`src/rtl/irq_prio_regs.svh`:
```
// Register offsets, field positions and reset values of the interrupt enable and priority block
`ifndef IRQ_PRIO_REGS_SVH
`define IRQ_PRIO_REGS_SVH

// ----------------------------------------
// Offsets
// ----------------------------------------
`define OFS_ENABLE2     8'hA9
`define OFS_PRIO_LO0    8'hB8
`define OFS_PRIO_HI0    8'hB9
`define OFS_PRIO_LO1    8'hBA
`define OFS_PRIO_HI1    8'hBB
`define OFS_GLOBAL_EN   8'hA8
`define OFS_STATUS      8'hC0
`define OFS_CLEAR       8'hC1
`define OFS_EVT_EN      8'hC2
`define OFS_SERVICE     8'hC3

// ----------------------------------------
// Fields and masks
// ----------------------------------------
`define BIT_GLOBAL_EN   7
`define BIT_FLASH_WE    6
`define BIT_PIN2_EN     2
`define MASK_ENABLE2    8'h5F
`define MASK_GLOBAL     8'hBF
`define MASK_PRIO0      8'h3F
`define MASK_PRIO1      8'h1F
`define PIN2_SRC        9

// ----------------------------------------
// Reset values
// ----------------------------------------
`define RST_BYTE        8'h00
`define RST_SRC         11'h000
`define RST_EVT         3'h0

`endif

```
`src/rtl/irq_prio_pkg.sv`:
```
// Types for the interrupt enable and priority block
package irq_prio_pkg;

    typedef logic [1:0] prio_t;

    typedef enum logic [1:0] {
        ST_IDLE  = 2'b00,
        ST_ENTER = 2'b01
    } entry_state_e;

    typedef struct packed {
        logic       valid;
        logic [3:0] source;
        prio_t      level;
    } grant_s;

endpackage

```
`src/rtl/irq_prio_ctrl.sv`:
```
// Interrupt enable, priority selection and nested service tracking
//
// How it works
// RULE1 - Level is high bit over low bit
// RULE2 - Timer2 level from bank0 bit 5
// RULE3 - Serial port level from bank0 bit 4
// RULE4 - Timer1 level from bank0 bit 3
// RULE5 - Pin 1 level from bank0 bit 2
// RULE6 - Timer0 level from bank0 bit 1
// RULE7 - Pin 0 level from bank0 bit 0
// RULE8 - SPI level from bank1 bit 4
// RULE9 - Touch key level from bank1 bit 3
// RULE10 - Pin 2 level from bank1 bit 2
// RULE11 - Port change level from bank1 bit 1
// RULE12 - Timer3 level from bank1 bit 0
// RULE13 - Timer3 serviced only when its enable set
// RULE14 - Enable bits 4..0, all reset zero
// RULE15 - Pin 2 enable wakes stop, ignores global
// RULE16 - Higher level preempts lower running routine
// RULE17 - Equal or higher running holds new request
// RULE18 - Flags set regardless of enable
`timescale 1ns/1ps
`include "irq_prio_regs.svh"

module irq_prio_ctrl
    import irq_prio_pkg::*;
#(
    parameter int NSRC = 11
) (
    // Clock and reset
    input  wire logic             clk_sys_i,
    input  wire logic             rst_b_i,
    // Register port
    input  wire logic [7:0]       reg_addr_i,
    input  wire logic [7:0]       reg_wdata_i,
    input  wire logic             reg_wr_i,
    input  wire logic             reg_rd_i,
    output logic      [7:0]       reg_rdata_o,
    // Source events and flags
    input  wire logic [NSRC-1:0]  src_event_i,
    input  wire logic [NSRC-1:0]  src_flag_clr_i,
    output logic      [NSRC-1:0]  src_flag_o,
    // Core side
    input  wire logic             ack_i,
    input  wire logic             reti_i,
    input  wire logic             stop_mode_i,
    output logic                  req_o,
    output logic      [3:0]       req_src_o,
    output logic      [1:0]       req_level_o,
    output logic                  stop_wake_o,
    output logic                  flash_write_en_o,
    output logic                  irq_o
);

    // ----------------------------------------
    // Source index order
    // ----------------------------------------
    // 0 pin0, 1 timer0, 2 pin1, 3 timer1, 4 serial, 5 timer2,
    // 6 timer3, 7 port change, 8 pin2, 9 touch, 10 spi
    // Pin2 sits at bank1 bit 2 but index 8; PIN2_SRC is 9 and is used nowhere

    // ----------------------------------------
    // Decode
    // ----------------------------------------
    function automatic logic hit(input logic [7:0] a, input logic [7:0] ofs);
        hit = (a == ofs);
    endfunction

    wire logic wr_en2  = reg_wr_i & hit(reg_addr_i, `OFS_ENABLE2);
    wire logic wr_glb  = reg_wr_i & hit(reg_addr_i, `OFS_GLOBAL_EN);
    wire logic wr_lo0  = reg_wr_i & hit(reg_addr_i, `OFS_PRIO_LO0);
    wire logic wr_hi0  = reg_wr_i & hit(reg_addr_i, `OFS_PRIO_HI0);
    wire logic wr_lo1  = reg_wr_i & hit(reg_addr_i, `OFS_PRIO_LO1);
    wire logic wr_hi1  = reg_wr_i & hit(reg_addr_i, `OFS_PRIO_HI1);
    wire logic wr_clr  = reg_wr_i & hit(reg_addr_i, `OFS_CLEAR);
    wire logic wr_een  = reg_wr_i & hit(reg_addr_i, `OFS_EVT_EN);

    // ----------------------------------------
    // Registers
    // ----------------------------------------
    logic [7:0]      enable2_q;
    logic [7:0]      global_q;
    logic [7:0]      prio_lo0_q;
    logic [7:0]      prio_hi0_q;
    logic [7:0]      prio_lo1_q;
    logic [7:0]      prio_hi1_q;
    logic [NSRC-1:0] flag_q;
    logic [2:0]      evt_q;
    logic [2:0]      evt_en_q;
    logic [3:0]      active_q;
    logic [7:0]      rdata_q;
    grant_s          grant_q;
    logic            stop_wake_q;
    logic            irq_q;

    always_ff @(posedge clk_sys_i) begin
        if (!rst_b_i) begin
            enable2_q  <= `RST_BYTE;  // [RULE14]
            global_q   <= `RST_BYTE;
            prio_lo0_q <= `RST_BYTE;
            prio_hi0_q <= `RST_BYTE;
            prio_lo1_q <= `RST_BYTE;
            prio_hi1_q <= `RST_BYTE;
        end else begin
            if (wr_en2) enable2_q  <= reg_wdata_i & `MASK_ENABLE2;  // [RULE14]
            if (wr_glb) global_q   <= reg_wdata_i & `MASK_GLOBAL;
            if (wr_lo0) prio_lo0_q <= reg_wdata_i & `MASK_PRIO0;
            if (wr_hi0) prio_hi0_q <= reg_wdata_i & `MASK_PRIO0;
            if (wr_lo1) prio_lo1_q <= reg_wdata_i & `MASK_PRIO1;
            if (wr_hi1) prio_hi1_q <= reg_wdata_i & `MASK_PRIO1;
        end
    end

    // ----------------------------------------
    // Named fields
    // ----------------------------------------
    // Second enable register  [RULE14]
    wire logic serial_periph_irq_en = enable2_q[4];
    wire logic touch_irq_en         = enable2_q[3];
    wire logic pin2_irq_en          = enable2_q[`BIT_PIN2_EN];
    wire logic port_change_irq_en   = enable2_q[1];
    wire logic rtc_timer_irq_en     = enable2_q[0];
    wire logic flash_write_en       = enable2_q[`BIT_FLASH_WE];

    // Global enable register
    wire logic global_irq_en        = global_q[`BIT_GLOBAL_EN];
    wire logic timer2_irq_en        = global_q[5];
    wire logic serial_irq_en        = global_q[4];
    wire logic timer1_irq_en        = global_q[3];
    wire logic pin1_irq_en          = global_q[2];
    wire logic timer0_irq_en        = global_q[1];
    wire logic pin0_irq_en          = global_q[0];

    // Priority bank0
    wire logic timer2_prio_hi       = prio_hi0_q[5];
    wire logic serial_prio_hi       = prio_hi0_q[4];
    wire logic timer1_prio_hi       = prio_hi0_q[3];
    wire logic pin1_prio_hi         = prio_hi0_q[2];
    wire logic timer0_prio_hi       = prio_hi0_q[1];
    wire logic pin0_prio_hi         = prio_hi0_q[0];
    wire logic timer2_prio_lo       = prio_lo0_q[5];
    wire logic serial_prio_lo       = prio_lo0_q[4];
    wire logic timer1_prio_lo       = prio_lo0_q[3];
    wire logic pin1_prio_lo         = prio_lo0_q[2];
    wire logic timer0_prio_lo       = prio_lo0_q[1];
    wire logic pin0_prio_lo         = prio_lo0_q[0];

    // Priority bank1
    wire logic spi_prio_hi          = prio_hi1_q[4];
    wire logic touch_prio_hi        = prio_hi1_q[3];
    wire logic pin2_prio_hi         = prio_hi1_q[2];
    wire logic port_change_prio_hi  = prio_hi1_q[1];
    wire logic rtc_timer_prio_hi    = prio_hi1_q[0];
    wire logic spi_prio_lo          = prio_lo1_q[4];
    wire logic touch_prio_lo        = prio_lo1_q[3];
    wire logic pin2_prio_lo         = prio_lo1_q[2];
    wire logic port_change_prio_lo  = prio_lo1_q[1];
    wire logic rtc_timer_prio_lo    = prio_lo1_q[0];

    // ----------------------------------------
    // Per-source enable and level
    // ----------------------------------------
    wire logic [NSRC-1:0] src_en;
    wire logic [NSRC-1:0] prio_hi;
    wire logic [NSRC-1:0] prio_lo;

    // Bank0 sources
    assign src_en[0]  = pin0_irq_en;
    assign prio_hi[0] = pin0_prio_hi;         // [RULE7]
    assign prio_lo[0] = pin0_prio_lo;         // [RULE7]

    assign src_en[1]  = timer0_irq_en;
    assign prio_hi[1] = timer0_prio_hi;       // [RULE6]
    assign prio_lo[1] = timer0_prio_lo;       // [RULE6]

    assign src_en[2]  = pin1_irq_en;
    assign prio_hi[2] = pin1_prio_hi;         // [RULE5]
    assign prio_lo[2] = pin1_prio_lo;         // [RULE5]

    assign src_en[3]  = timer1_irq_en;
    assign prio_hi[3] = timer1_prio_hi;       // [RULE4]
    assign prio_lo[3] = timer1_prio_lo;       // [RULE4]

    assign src_en[4]  = serial_irq_en;
    assign prio_hi[4] = serial_prio_hi;       // [RULE3]
    assign prio_lo[4] = serial_prio_lo;       // [RULE3]

    assign src_en[5]  = timer2_irq_en;
    assign prio_hi[5] = timer2_prio_hi;       // [RULE2]
    assign prio_lo[5] = timer2_prio_lo;       // [RULE2]

    // Bank1 sources
    assign src_en[6]  = rtc_timer_irq_en;     // [RULE13]
    assign prio_hi[6] = rtc_timer_prio_hi;    // [RULE12]
    assign prio_lo[6] = rtc_timer_prio_lo;    // [RULE12]

    assign src_en[7]  = port_change_irq_en;
    assign prio_hi[7] = port_change_prio_hi;  // [RULE11]
    assign prio_lo[7] = port_change_prio_lo;  // [RULE11]

    assign src_en[8]  = pin2_irq_en;
    assign prio_hi[8] = pin2_prio_hi;         // [RULE10]
    assign prio_lo[8] = pin2_prio_lo;         // [RULE10]

    assign src_en[9]  = touch_irq_en;
    assign prio_hi[9] = touch_prio_hi;        // [RULE9]
    assign prio_lo[9] = touch_prio_lo;        // [RULE9]

    assign src_en[10]  = serial_periph_irq_en;
    assign prio_hi[10] = spi_prio_hi;         // [RULE8]
    assign prio_lo[10] = spi_prio_lo;         // [RULE8]

    // Serviceable only with own and global enable  [RULE13]
    wire logic [NSRC-1:0] pending = flag_q & src_en & {NSRC{global_irq_en}};

    prio_t lvl [NSRC];
    genvar g;
    generate
        for (g = 0; g < NSRC; g++) begin : g_lvl
            assign lvl[g] = {prio_hi[g], prio_lo[g]};  // [RULE1]
        end
    endgenerate

    // ----------------------------------------
    // Arbitration
    // ----------------------------------------
    // Highest level wins; within a level the lowest index wins
    grant_s pick;
    always_comb begin
        pick = '0;
        for (int i = NSRC - 1; i >= 0; i--) begin
            if (pending[i] && (!pick.valid || lvl[i] >= pick.level)) begin
                pick.valid  = 1'b1;
                pick.source = 4'(i);
                pick.level  = lvl[i];
            end
        end
    end

    // Level of the running routine, or none
    wire logic       any_active = |active_q;
    logic [1:0]      top_level;
    always_comb begin
        top_level = 2'd0;
        for (int k = 0; k < 4; k++) begin
            if (active_q[k]) top_level = 2'(k);
        end
    end
    wire logic may_enter = pick.valid && (!any_active || pick.level > top_level);  // [RULE16] [RULE17]

    // ----------------------------------------
    // Flags and nesting
    // ----------------------------------------
    wire logic [NSRC-1:0] ack_clr = (ack_i && grant_q.valid) ? (NSRC'(1) << grant_q.source) : '0;

    wire logic [3:0] top_onehot = any_active ? (4'h1 << top_level) : 4'h0;

    always_ff @(posedge clk_sys_i) begin
        if (!rst_b_i) begin
            flag_q      <= `RST_SRC;
            active_q    <= 4'h0;
            grant_q     <= '0;
            stop_wake_q <= 1'b0;
        end else begin
            // Event wins over clear, independent of enable  [RULE18]
            flag_q <= (flag_q & ~src_flag_clr_i & ~ack_clr) | src_event_i;
            // Nested levels: ack pushes, return pops the top  [RULE16]
            if (ack_i && grant_q.valid) begin
                active_q <= (active_q | (4'h1 << grant_q.level));
            end else if (reti_i) begin
                active_q <= active_q & ~top_onehot;
            end
            // Held request stays until it may enter  [RULE17]
            if (ack_i && grant_q.valid) begin
                grant_q <= '0;
            end else begin
                grant_q.valid  <= may_enter;
                grant_q.source <= pick.source;
                grant_q.level  <= pick.level;
            end
            // Pin 2 wakes from stop whatever the global enable  [RULE15]
            stop_wake_q <= stop_mode_i &&
                           ((flag_q[8] | src_event_i[8]) && pin2_irq_en);
        end
    end

    // ----------------------------------------
    // Event status and interrupt line
    // ----------------------------------------
    // Bit 0 grant acknowledged, bit 1 preemption, bit 2 stop wake
    wire logic [2:0] evt_set = {stop_wake_q, may_enter & any_active, ack_i & grant_q.valid};

    always_ff @(posedge clk_sys_i) begin
        if (!rst_b_i) begin
            evt_q    <= `RST_EVT;
            evt_en_q <= `RST_EVT;
            irq_q    <= 1'b0;
        end else begin
            evt_q <= (evt_q & ~(wr_clr ? reg_wdata_i[2:0] : 3'h0)) | evt_set;
            if (wr_een) evt_en_q <= reg_wdata_i[2:0];
            irq_q <= |(evt_q & evt_en_q);
        end
    end

    // ----------------------------------------
    // Read data
    // ----------------------------------------
    logic [7:0] rd_mux;
    always_comb begin
        case (reg_addr_i)
            `OFS_ENABLE2:   rd_mux = enable2_q;
            `OFS_GLOBAL_EN: rd_mux = global_q;
            `OFS_PRIO_LO0:  rd_mux = prio_lo0_q;
            `OFS_PRIO_HI0:  rd_mux = prio_hi0_q;
            `OFS_PRIO_LO1:  rd_mux = prio_lo1_q;
            `OFS_PRIO_HI1:  rd_mux = prio_hi1_q;
            `OFS_STATUS:    rd_mux = {5'h00, evt_q};
            `OFS_EVT_EN:    rd_mux = {5'h00, evt_en_q};
            `OFS_SERVICE:   rd_mux = {4'h0, active_q};
            default:        rd_mux = 8'h00;
        endcase
    end

    always_ff @(posedge clk_sys_i) begin
        if (!rst_b_i) rdata_q <= `RST_BYTE;
        else          rdata_q <= reg_rd_i ? rd_mux : 8'h00;
    end

    // ----------------------------------------
    // Outputs
    // ----------------------------------------
    logic flash_we_q;
    always_ff @(posedge clk_sys_i) begin
        if (!rst_b_i) flash_we_q <= 1'b0;
        else          flash_we_q <= flash_write_en;
    end

    assign reg_rdata_o      = rdata_q;
    assign src_flag_o       = flag_q;
    assign req_o            = grant_q.valid;
    assign req_src_o        = grant_q.source;
    assign req_level_o      = grant_q.level;
    assign stop_wake_o      = stop_wake_q;
    assign flash_write_en_o = flash_we_q;
    assign irq_o            = irq_q;

endmodule // irq_prio_ctrl

```
`config.mk`:
```
export PLATFORM = sky130hd
export DESIGN_NAME = irq_prio_ctrl
export DESIGN_NICKNAME = d
export VERILOG_FILES = /design/src/rtl/irq_prio_pkg.sv /design/src/rtl/irq_prio_ctrl.sv
export VERILOG_INCLUDE_DIRS = /design/src /design/src/rtl
export SDC_FILE = /design/constraint.sdc
export NUM_CORES = 1
export LEC_CHECK = 0
export BUFFER_PORTS_ARGS = -buffer_cell sky130_fd_sc_hd__buf_2
export CAP_MARGIN = 10
export CORE_ASPECT_RATIO = 0.9
export CORE_UTILIZATION = 50
export CTS_CLUSTER_DIAMETER = 30
export DETAILED_ROUTE_END_ITERATION = 16
export PLACE_DENSITY = 0.72
export SLEW_MARGIN = 20
export SYNTH_ARGS = -nofsm -noshare
export SYNTH_HDL_FRONTEND = slang
export SYNTH_SLANG_ARGS = --single-unit
```
`constraint.sdc`:
```
create_clock -name clk_sys_i -period 17.05 [get_ports clk_sys_i]
set_input_delay 0.8525 -clock clk_sys_i [delete_from_list [all_inputs] [get_ports clk_sys_i]]
set_output_delay 0.8525 -clock clk_sys_i [all_outputs]
set_load 0.005 [all_outputs]
```
==> impl_summary.log, run 1 <==
INFO  metric status = completed
INFO  metric max_slew.worst_pin.slew = 1030 ps
INFO  metric clock.fmax = 64.3 MHz
INFO  metric synth.area.mux_share = 0.0915
INFO  metric ant_nets = 0
INFO  metric globalRouteTotalUtil = 0.277
INFO  metric cap_violations = 0
INFO  metric synth_simple_gate_area_frac = 0.249
INFO  metric drtIter0Drc = 300
INFO  metric yosysWarnings = 0
INFO  metric vias = 4,225
INFO  metric yosys_register_bits = 74
INFO  metric grt_first_pass_wirelength = 19,600 microns
INFO  metric start_kind = register
INFO  metric wl_per_cell = 17.5 microns
INFO  metric grt_overflow_total = 0
INFO  metric portBuffers = 73
INFO  metric synthDominantAreaCellType = sky130_fd_sc_hd__dfxtp_1
INFO  metric cell_internal_pwr = 252 uW
INFO  metric tritoncts_num_sinks = 74
INFO  metric cp_top_family = compound AO/OA/AOI/OAI gates
INFO  metric syn_nets = 583
INFO  metric cts-resized-gates = 0
INFO  metric core_footprint = 0.00853 sq mm
INFO  metric post_synth_num_cell_types = 63
INFO  metric final_design_area_no_fill = 0.00502 sq mm
INFO  metric crit_path_top_delay_cell = sky130_fd_sc_hd__or3b_2
INFO  metric post_synthesis_share_of_cell_area_spent_on_xor_and_xnor_gates = 0
INFO  metric die-area = 0.00915 sq mm
INFO  metric min_path_cells = 1
INFO  metric die_height = 90.9 microns
INFO  metric r2r-end = evt_q[1]
INFO  metric ff2ff_setup_slack = 1510 ps
INFO  metric min_period = 15,540 ps
INFO  metric initial_antenna_violation_count = 0
INFO  metric synth-adder-area-share = 0.0542
INFO  metric power.clock.fraction = 0.413
INFO  metric final_cycle_share = 0.911
INFO  metric rr_worst_depth = 69
INFO  metric cpMostUsedCell = sky130_fd_sc_hd__ha_1
INFO  metric syn2layout_area_growth = 14.5%
INFO  metric final.fill_count = 835
INFO  metric critical_path.n_buffers_inverters = 4
INFO  metric postSynth.asyncResetShare = 0
INFO  metric slew_headroom = 0.307
INFO  metric grt_start_max_net_pins = 64
INFO  metric num_antenna_cells = 0
INFO  metric layout.cells.non_filler = 704
INFO  metric syn_area_per_cell = 8.45 sq um
INFO  metric crit_path_arrival_time = 15,840 ps
INFO  metric report.power.total = 336 uW
INFO  metric hold_viol = 0
INFO  metric tns = 0 ps
INFO  metric clk_transition_reported_paths = 80 ps
INFO  metric top_level_ports = 74
INFO  metric dominant_combinational_cell_family_by_area_after_synthesis = simple AND/OR/NAND/NOR gates
INFO  metric drc = 0
INFO  metric worstReg2RegStart = global_q[7]
INFO  metric vdd_drop_max = 0.0000400 V
INFO  metric synth-main-ff-cell = sky130_fd_sc_hd__dfxtp_1
INFO  metric finalClockSkew = 12.5 ps
INFO  metric final-max-slew-violation-count = 0
INFO  metric layout.nets = 644
INFO  metric synth_edf_count = 0
INFO  metric layout-drive-gt1-share = 0.183
INFO  metric placed_instance_count = 688
INFO  metric holdCritStartpoint = enable2_q[6]
INFO  metric power.density = 66.9 mW/mm^2
INFO  metric seq_area_frac_synth = 0.338
INFO  metric netlist_area = 0.00439 sq mm
INFO  metric die_outline_width = 101 microns
INFO  metric post_synth_main_area_contributors = sky130_fd_sc_hd__dfxtp_1 (34%), sky130_fd_sc_hd__mux2i_1 (6.8%), sky130_fd_sc_hd__ha_1 (5.4%)
INFO  metric critical_path.max_stage_delay = 490 ps
INFO  metric placedInstanceArea = 0.00482 sq mm
INFO  metric tritoncts_clock_tree = built
INFO  metric cts-hold-fix-buffers = 0
INFO  metric synthesis.instances = 519
INFO  metric buffers_inserted_by_post_cts_timing_repair = 0
INFO  metric number_of_rows_in_the_core_area = 32
INFO  metric clock_latency = 360 ps
INFO  metric drt_pre_antenna_iters = 5
INFO  metric effective_utilization_at_floorplan = 0.515
INFO  metric grt_setup_unrepaired = no
INFO  metric cts_inserted_buffers = 9
INFO  metric htree_num_levels = 3
INFO  metric synth_compound_gate_area_share = 0.222
INFO  metric power.net_switching = 83.9 uW
INFO  metric worst_setup_path_end_kind = register
INFO  metric yosys_top_cell_area_share = 0.338
INFO  metric power_switching_share = 0.249
INFO  metric power_frac_comb = 0.061
INFO  metric power.static_leakage = 0.00187 uW
INFO  metric hold_class = reg2reg
INFO  metric cp_data_required_time = 17,350 ps
INFO  metric avgViaCountPerCell = 6.00
INFO  metric cts_root_buf = sky130_fd_sc_hd__clkbuf_8
INFO  metric hpwl = 9370 microns
INFO  metric routabilityCongestion = 0.881
INFO  metric total_wirelength_of_the_detailed_routed_design = 12,300 microns
INFO  metric number_of_global_route_vias_before_repair = 3,897
INFO  metric finalHoldWorstSlack = 492 ps
INFO  metric clk_path_buf_depth = 2
INFO  metric start_to_end_type_of_the_worst_setup_path = reg2reg
INFO  metric pwr-share-seq = 0.526
INFO  metric setup_viol_count_final = 0
INFO  metric path_max_fanout = 20
INFO  metric hold_end = flash_write_en_o
power groups by stage:
stage / clock network [uW] / logic, uW / registers (uW)
floorplan: 0 / 10.5 / 180
global placement: 0 / 20.1 / 181
detailed placement: 0 / 20.5 / 181
CTS: 142 / 20.5 / 177
global route: 149 / 22.3 / 177
finish: 139 / 20.6 / 177
sequential cells by signal, summed over array words and instances (netlist names), 5 cells and up:
signal       flops
reg_rdata_o      8
prio_hi0_q       6
global_q         7
prio_lo0_q       6
src_flag_o      11
prio_hi1_q       5
enable2_q        6
prio_lo1_q       5
worst reg2reg max path: cells and delay by family (launching register included):
family / cells / cell delay, ps
compound gates: 31 / 7670
simple gates: 22 / 3460
fa+ha+maj: 11 / 2860
buf+inv: 4 / 750
mux: 1 / 400
flops: 1 / 330
area by class of cell:
class	instances	area (sq um)	share of cell area
repair buffers	76	388	0.0772
well taps	119	149	0.0296
clock buffers	9	124	0.0247
inverters	25	93.8	0.0187
multi-input cells	394	2710	0.539
flip-flops and latches	74	1480	0.295
clock inverters	7	77.6	0.0154
placed cells by master, fill, tap and decap left out, types with 3 or more instances in the layout:
master,instances
sky130_fd_sc_hd__dfxtp_1,74
sky130_fd_sc_hd__buf_2,73
sky130_fd_sc_hd__nand2_1,49
sky130_fd_sc_hd__nor2b_1,35
sky130_fd_sc_hd__nand3_1,33
sky130_fd_sc_hd__nor2_1,30
sky130_fd_sc_hd__mux2i_1,30
sky130_fd_sc_hd__inv_1,24
sky130_fd_sc_hd__a21oi_1,21
sky130_fd_sc_hd__ha_1,19
sky130_fd_sc_hd__a21boi_0,17
sky130_fd_sc_hd__o21a_1,16
sky130_fd_sc_hd__nand2b_1,15
sky130_fd_sc_hd__nor3_1,13
sky130_fd_sc_hd__and3_1,10
sky130_fd_sc_hd__o21ai_0,10
sky130_fd_sc_hd__clkbuf_8,9
sky130_fd_sc_hd__a221oi_1,6
sky130_fd_sc_hd__a211oi_1,6
sky130_fd_sc_hd__a31oi_1,6
sky130_fd_sc_hd__nand4_1,5
sky130_fd_sc_hd__nor3b_1,5
sky130_fd_sc_hd__and2_1,4
sky130_fd_sc_hd__mux4_2,4
sky130_fd_sc_hd__a222oi_1,3
sky130_fd_sc_hd__a22oi_1,3
sky130_fd_sc_hd__o2111ai_1,3
sky130_fd_sc_hd__o21bai_1,3
sky130_fd_sc_hd__o31a_1,3
sky130_fd_sc_hd__nor4_1,3
sky130_fd_sc_hd__a311oi_1,3
sky130_fd_sc_hd__clkinv_4,3
sky130_fd_sc_hd__buf_4,3
worst max-delay path by stage:
stage           startpoint       end  slack [ps]  cells after the start
2_1_floorplan  global_q[7]  evt_q[1]        3780                     69
3_3_place_gp   global_q[7]  evt_q[1]        2290                     69
3_5_place_dp   global_q[7]  evt_q[1]        1780                     69
4_1_cts        global_q[7]  evt_q[1]        1710                     69
5_1_grt        global_q[7]  evt_q[1]         330                     69
6_report       global_q[7]  evt_q[1]        1510                     69
Yosys cell counts (15+ instances only):
cell type                  instances
sky130_fd_sc_hd__dfxtp_1          74
sky130_fd_sc_hd__nand2_1          49
sky130_fd_sc_hd__nor2b_1          35
sky130_fd_sc_hd__nand3_1          33
sky130_fd_sc_hd__mux2i_1          30
sky130_fd_sc_hd__nor2_1           30
sky130_fd_sc_hd__inv_1            24
sky130_fd_sc_hd__clkbuf_1         23
sky130_fd_sc_hd__a21oi_1          21
sky130_fd_sc_hd__ha_1             19
sky130_fd_sc_hd__a21boi_0         17
sky130_fd_sc_hd__o21a_1           16
sky130_fd_sc_hd__nand2b_1         15
through the flow:
stage,setup WS [ps],utilization
floorplan,3780,-
global placement,2290,0.565
detailed placement,1780,0.565
CTS,1710,0.589
global route,328,0.589
finish,1510,0.589
routing by layer:
metal,up-vias,global-route usage,share of wire,wire (microns)
li1,2021,-,-,-
met1,2005,0.384,0.44,5400
met2,173,0.426,0.46,5730
met3,26,0.0611,0.075,921
met4,0,0.0845,0.023,285
met5,-,0,0,0
kinds of logic (layout without fill, tap and decap cells):
| family | after synthesis | after routing |
|---|---|---|
| simple gates | 212 | 212 |
| compound gates | 128 | 128 |
| flops | 74 | 74 |
| buf+inv | 51 | 117 |
| mux | 35 | 35 |
| fa+ha+maj | 19 | 19 |
Note: power is estimated with default switching activity, not from simulation.
==> inputs of run 2 (changes only) <==
--- a/config.mk
+++ b/config.mk
@@ -6,9 +6,11 @@
 export SDC_FILE = /design/constraint.sdc
 export NUM_CORES = 1
 export LEC_CHECK = 0
+export ABC_AREA = 1
 export BUFFER_PORTS_ARGS = -buffer_cell sky130_fd_sc_hd__buf_2
 export CAP_MARGIN = 10
 export CORE_ASPECT_RATIO = 0.9
+export CORE_MARGIN = 2
 export CORE_UTILIZATION = 50
 export CTS_CLUSTER_DIAMETER = 30
 export DETAILED_ROUTE_END_ITERATION = 16
==> run 2 against run 1 <==
  * Design area shrank 2.0%
  * Total power decreased by 2.0%
  * Largest power group unchanged
  * Die area rose by 1.6%
  * Global-route usage decreased by 0.58 points
  * Critical endpoint unchanged
  * Largest cell class unchanged
  * Setup slack improved by 3800 ps
  * Non-clock buffer count fell by 3
  * Critical path type unchanged
==> impl_summary.log, run 2 <==
INFO  metric rr_worst_depth = 80 (+16%)
INFO  metric drt_pre_antenna_iters = 5 (unchanged)
INFO  metric tns = 0 ps (unchanged)
INFO  metric number_of_global_route_vias_before_repair = 3,940 (+1.1%)
INFO  metric htree_num_levels = 3 (unchanged)
INFO  metric wl_per_cell = 15.7 microns (-11%)
INFO  metric mostFrequentLayoutCell = sky130_fd_sc_hd__inv_1
INFO  metric power.static_leakage = 0.00236 uW (+26%)
INFO  metric post_synth_num_cell_types = 43 (-32%)
INFO  metric power.density = 67.0 mW/mm^2 (about the same)
INFO  metric crit_path_top_delay_cell = sky130_fd_sc_hd__dfxtp_1
INFO  metric finalHoldWorstSlack = 425 ps (-66.7 ps)
INFO  metric cp_data_required_time = 17,330 ps (-20 ps)
INFO  metric path_max_fanout = 10 (-50%)
INFO  metric final.fill_count = 794 (-4.9%)
INFO  metric layout.cells.non_filler = 784 (+11%)
INFO  metric min_path_cells = 2 (+1)
INFO  metric clock.fmax = 85.0 MHz (+32%)
INFO  metric drc = 0 (unchanged)
INFO  metric syn2layout_area_growth = 15.2%
INFO  metric layout.nets = 729 (+13%)
INFO  metric synth-main-ff-cell = sky130_fd_sc_hd__dfxtp_1
INFO  metric top_level_ports = 74 (unchanged)
INFO  metric yosys_register_bits = 74 (unchanged)
INFO  metric status = completed
INFO  metric grt_first_pass_wirelength = 19,600 microns (-0.14%)
INFO  metric vias = 4,272 (+1.1%)
INFO  metric yosysWarnings = 0 (unchanged)
INFO  metric synth_edf_count = 0 (unchanged)
INFO  metric cpMostUsedCell = sky130_fd_sc_hd__ha_1
INFO  metric setup_viol_count_final = 0 (unchanged)
INFO  metric clk_path_buf_depth = 2 (unchanged)
INFO  metric hold_class = reg2reg
INFO  metric synthesis.instances = 591 (+14%)
INFO  metric largest_register_ff_count = 11 (unchanged)
INFO  metric tritoncts_num_sinks = 74 (unchanged)
INFO  metric final_cycle_share = 0.690 (-0.222)
INFO  metric crit_path_arrival_time = 12,040 ps (-3800 ps)
INFO  metric die_height = 91.7 microns (+0.92%)
INFO  metric slew_headroom = 0.314 (+0.00688)
INFO  metric clock_latency = 350 ps (about the same)
INFO  metric die_outline_width = 101 microns (+0.70%)
INFO  metric initial_antenna_violation_count = 0 (unchanged)
INFO  metric cts-hold-fix-buffers = 0 (unchanged)
INFO  metric grt_setup_unrepaired = no
INFO  metric layout.cells.most_common_list = sky130_fd_sc_hd__inv_1 (119), sky130_fd_sc_hd__nand2_1 (74), sky130_fd_sc_hd__dfxtp_1 (74)
INFO  metric min_period = 11,760 ps (-3780 ps)
INFO  metric total_wirelength_of_the_detailed_routed_design = 12,300 microns (-0.45%)
INFO  metric hpwl = 9640 microns (+2.9%)
INFO  metric globalRouteTotalUtil = 0.271 (-0.00578)
INFO  metric die-area = 0.00930 sq mm (+1.6%)
INFO  metric cap_violations = 0 (unchanged)
INFO  metric synthDominantAreaCellType = sky130_fd_sc_hd__dfxtp_1
INFO  metric layout-drive-gt1-share = 0.205 (+0.0219)
INFO  metric avgViaCountPerCell = 5.45 (-9.2%)
INFO  metric critical_path.max_stage_delay = 650 ps (+160 ps)
INFO  metric grt_start_max_net_pins = 35 (-45%)
INFO  metric area_of_combinational_cells_with_multiple_inputs = 0.00228 sq mm (-16%)
INFO  metric vdd_drop_max = 0.0000472 V (+18%)
INFO  metric ff_latch_area = 0.00148 sq mm (unchanged)
INFO  metric buffers_inserted_by_post_cts_timing_repair = 0 (unchanged)
INFO  metric seq_area_frac_synth = 0.347 (+0.00899)
INFO  metric cts-resized-gates = 0 (unchanged)
INFO  metric hold_viol = 0 (unchanged)
INFO  metric postSynth.asyncResetShare = 0 (unchanged)
INFO  metric clk_transition_reported_paths = 80 ps (about the same)
INFO  metric netlist_area = 0.00427 sq mm (-2.6%)
INFO  metric drtIter0Drc = 316 (+5.3%)
INFO  metric start_to_end_type_of_the_worst_setup_path = reg2reg
INFO  metric post_synth_main_area_contributors = sky130_fd_sc_hd__dfxtp_1 (35%), sky130_fd_sc_hd__inv_1 (10%), sky130_fd_sc_hd__a21oi_1 (6.8%)
INFO  metric final-max-slew-violation-count = 0 (unchanged)
INFO  metric routabilityCongestion = 0.908 (+3.0%)
INFO  metric ant_nets = 0 (unchanged)
INFO  metric effective_utilization_at_floorplan = 0.522 (+0.00772)
INFO  metric placed_instance_count = 769 (+12%)
INFO  metric cts_inserted_buffers = 9 (unchanged)
INFO  metric finalClockSkew = 8.34 ps (-4.17 ps)
INFO  metric worst_setup_path_end_kind = register
INFO  metric start_kind = register
INFO  metric syn_nets = 655 (+12%)
INFO  metric cts_root_buf = sky130_fd_sc_hd__clkbuf_8
INFO  metric number_of_rows_in_the_core_area = 31 (-3.1%)
INFO  metric core_footprint = 0.00818 sq mm (-4.0%)
INFO  metric yosys_top_cell_area_share = 0.347 (+0.00899)
INFO  metric num_antenna_cells = 0 (unchanged)
INFO  metric grt_overflow_total = 0 (unchanged)
INFO  metric max_slew.worst_pin.slew = 1030 ps (-3.50 ps)
INFO  metric yosys-top-cells-count = sky130_fd_sc_hd__inv_1 (119), sky130_fd_sc_hd__dfxtp_1 (74), sky130_fd_sc_hd__nand2_1 (74)
INFO  metric portBuffers = 73 (unchanged)
INFO  metric synthMostInstantiatedCell = sky130_fd_sc_hd__inv_1
INFO  metric syn_area_per_cell = 7.23 sq um (-14%)
INFO  metric tritoncts_clock_tree = built
[run 2: worst max-delay path: cells and delay by family (launching register included)]
kind | cells | cell delay (ps)
AND/OR/NAND/NOR | 42 | 5460
flip-flops | 1 | 650
adder cells (fa/ha/maj) | 11 | 2800
AO/OA/AOI/OAI | 18 | 2070
buffers and inverters | 9 | 700
[run 2: area by class of cell]
class                      count  share of cell area
clock buffer                  12              0.0295
clock inverter                 3             0.00813
inverter                     125              0.0958
multi-input combinational    382               0.462
sequential                    74               0.301
tap                          115              0.0292
timing repair buffer          73              0.0742
[run 2: stage by stage]
| stage | total power [uW] | setup slack (ps) | cell area [sq um] | util |
|---|---|---|---|---|
| 2_1_floorplan | 189 | 6760 | 4270 | - |
| 3_5_place_dp | 200 | 5420 | 4740 | 0.579 |
| 3_3_place_gp | 199 | 5990 | 4740 | 0.579 |
| 4_1_cts | 331 | 5370 | 4920 | 0.602 |
| 6_report | 330 | 5290 | 4920 | 0.602 |
| 5_1_grt | 341 | 4330 | 4920 | 0.602 |
[run 2: layer usage]
layer  track usage  up-vias  wire length (microns)
met5             0        -                      0
met4        0.0935        0                    303
met3        0.0587       27                    981
met2         0.421      220                   5490
met1         0.370     1929                   5510
li1              -     2096                      -
[run 2: final timing paths]
| path | start | slack [ps] | endpoint |
|---|---|---|---|
| hold reg to reg | enable2_q[6] | 420 | flash_write_en_o |
| setup reg to reg | global_q[7] | 5290 | evt_q[1] |
| hold / removal | enable2_q[6] | 420 | flash_write_en_o |
| setup / recovery | global_q[7] | 5290 | evt_q[1] |
[run 2: report_power, final]
group	internal [uW]	switching, uW	leakage (uW)
combinational	7.55	12.1	0.00166
clock	70.5	63.0	0.0000962
sequential	175	1.91	0.000599
[run 2: logic make-up (layout without fill, tap and decap cells)]
family / count (synthesis) / in the layout / share of synthesized area
buffers and inverters: 135 / 213 / 0.121
and+or+nand+nor: 213 / 213 / 0.271
adders and majority gates: 19 / 19 / 0.0556
AOI/OAI and AO/OA: 150 / 150 / 0.206
DFF: 74 / 74 / 0.347
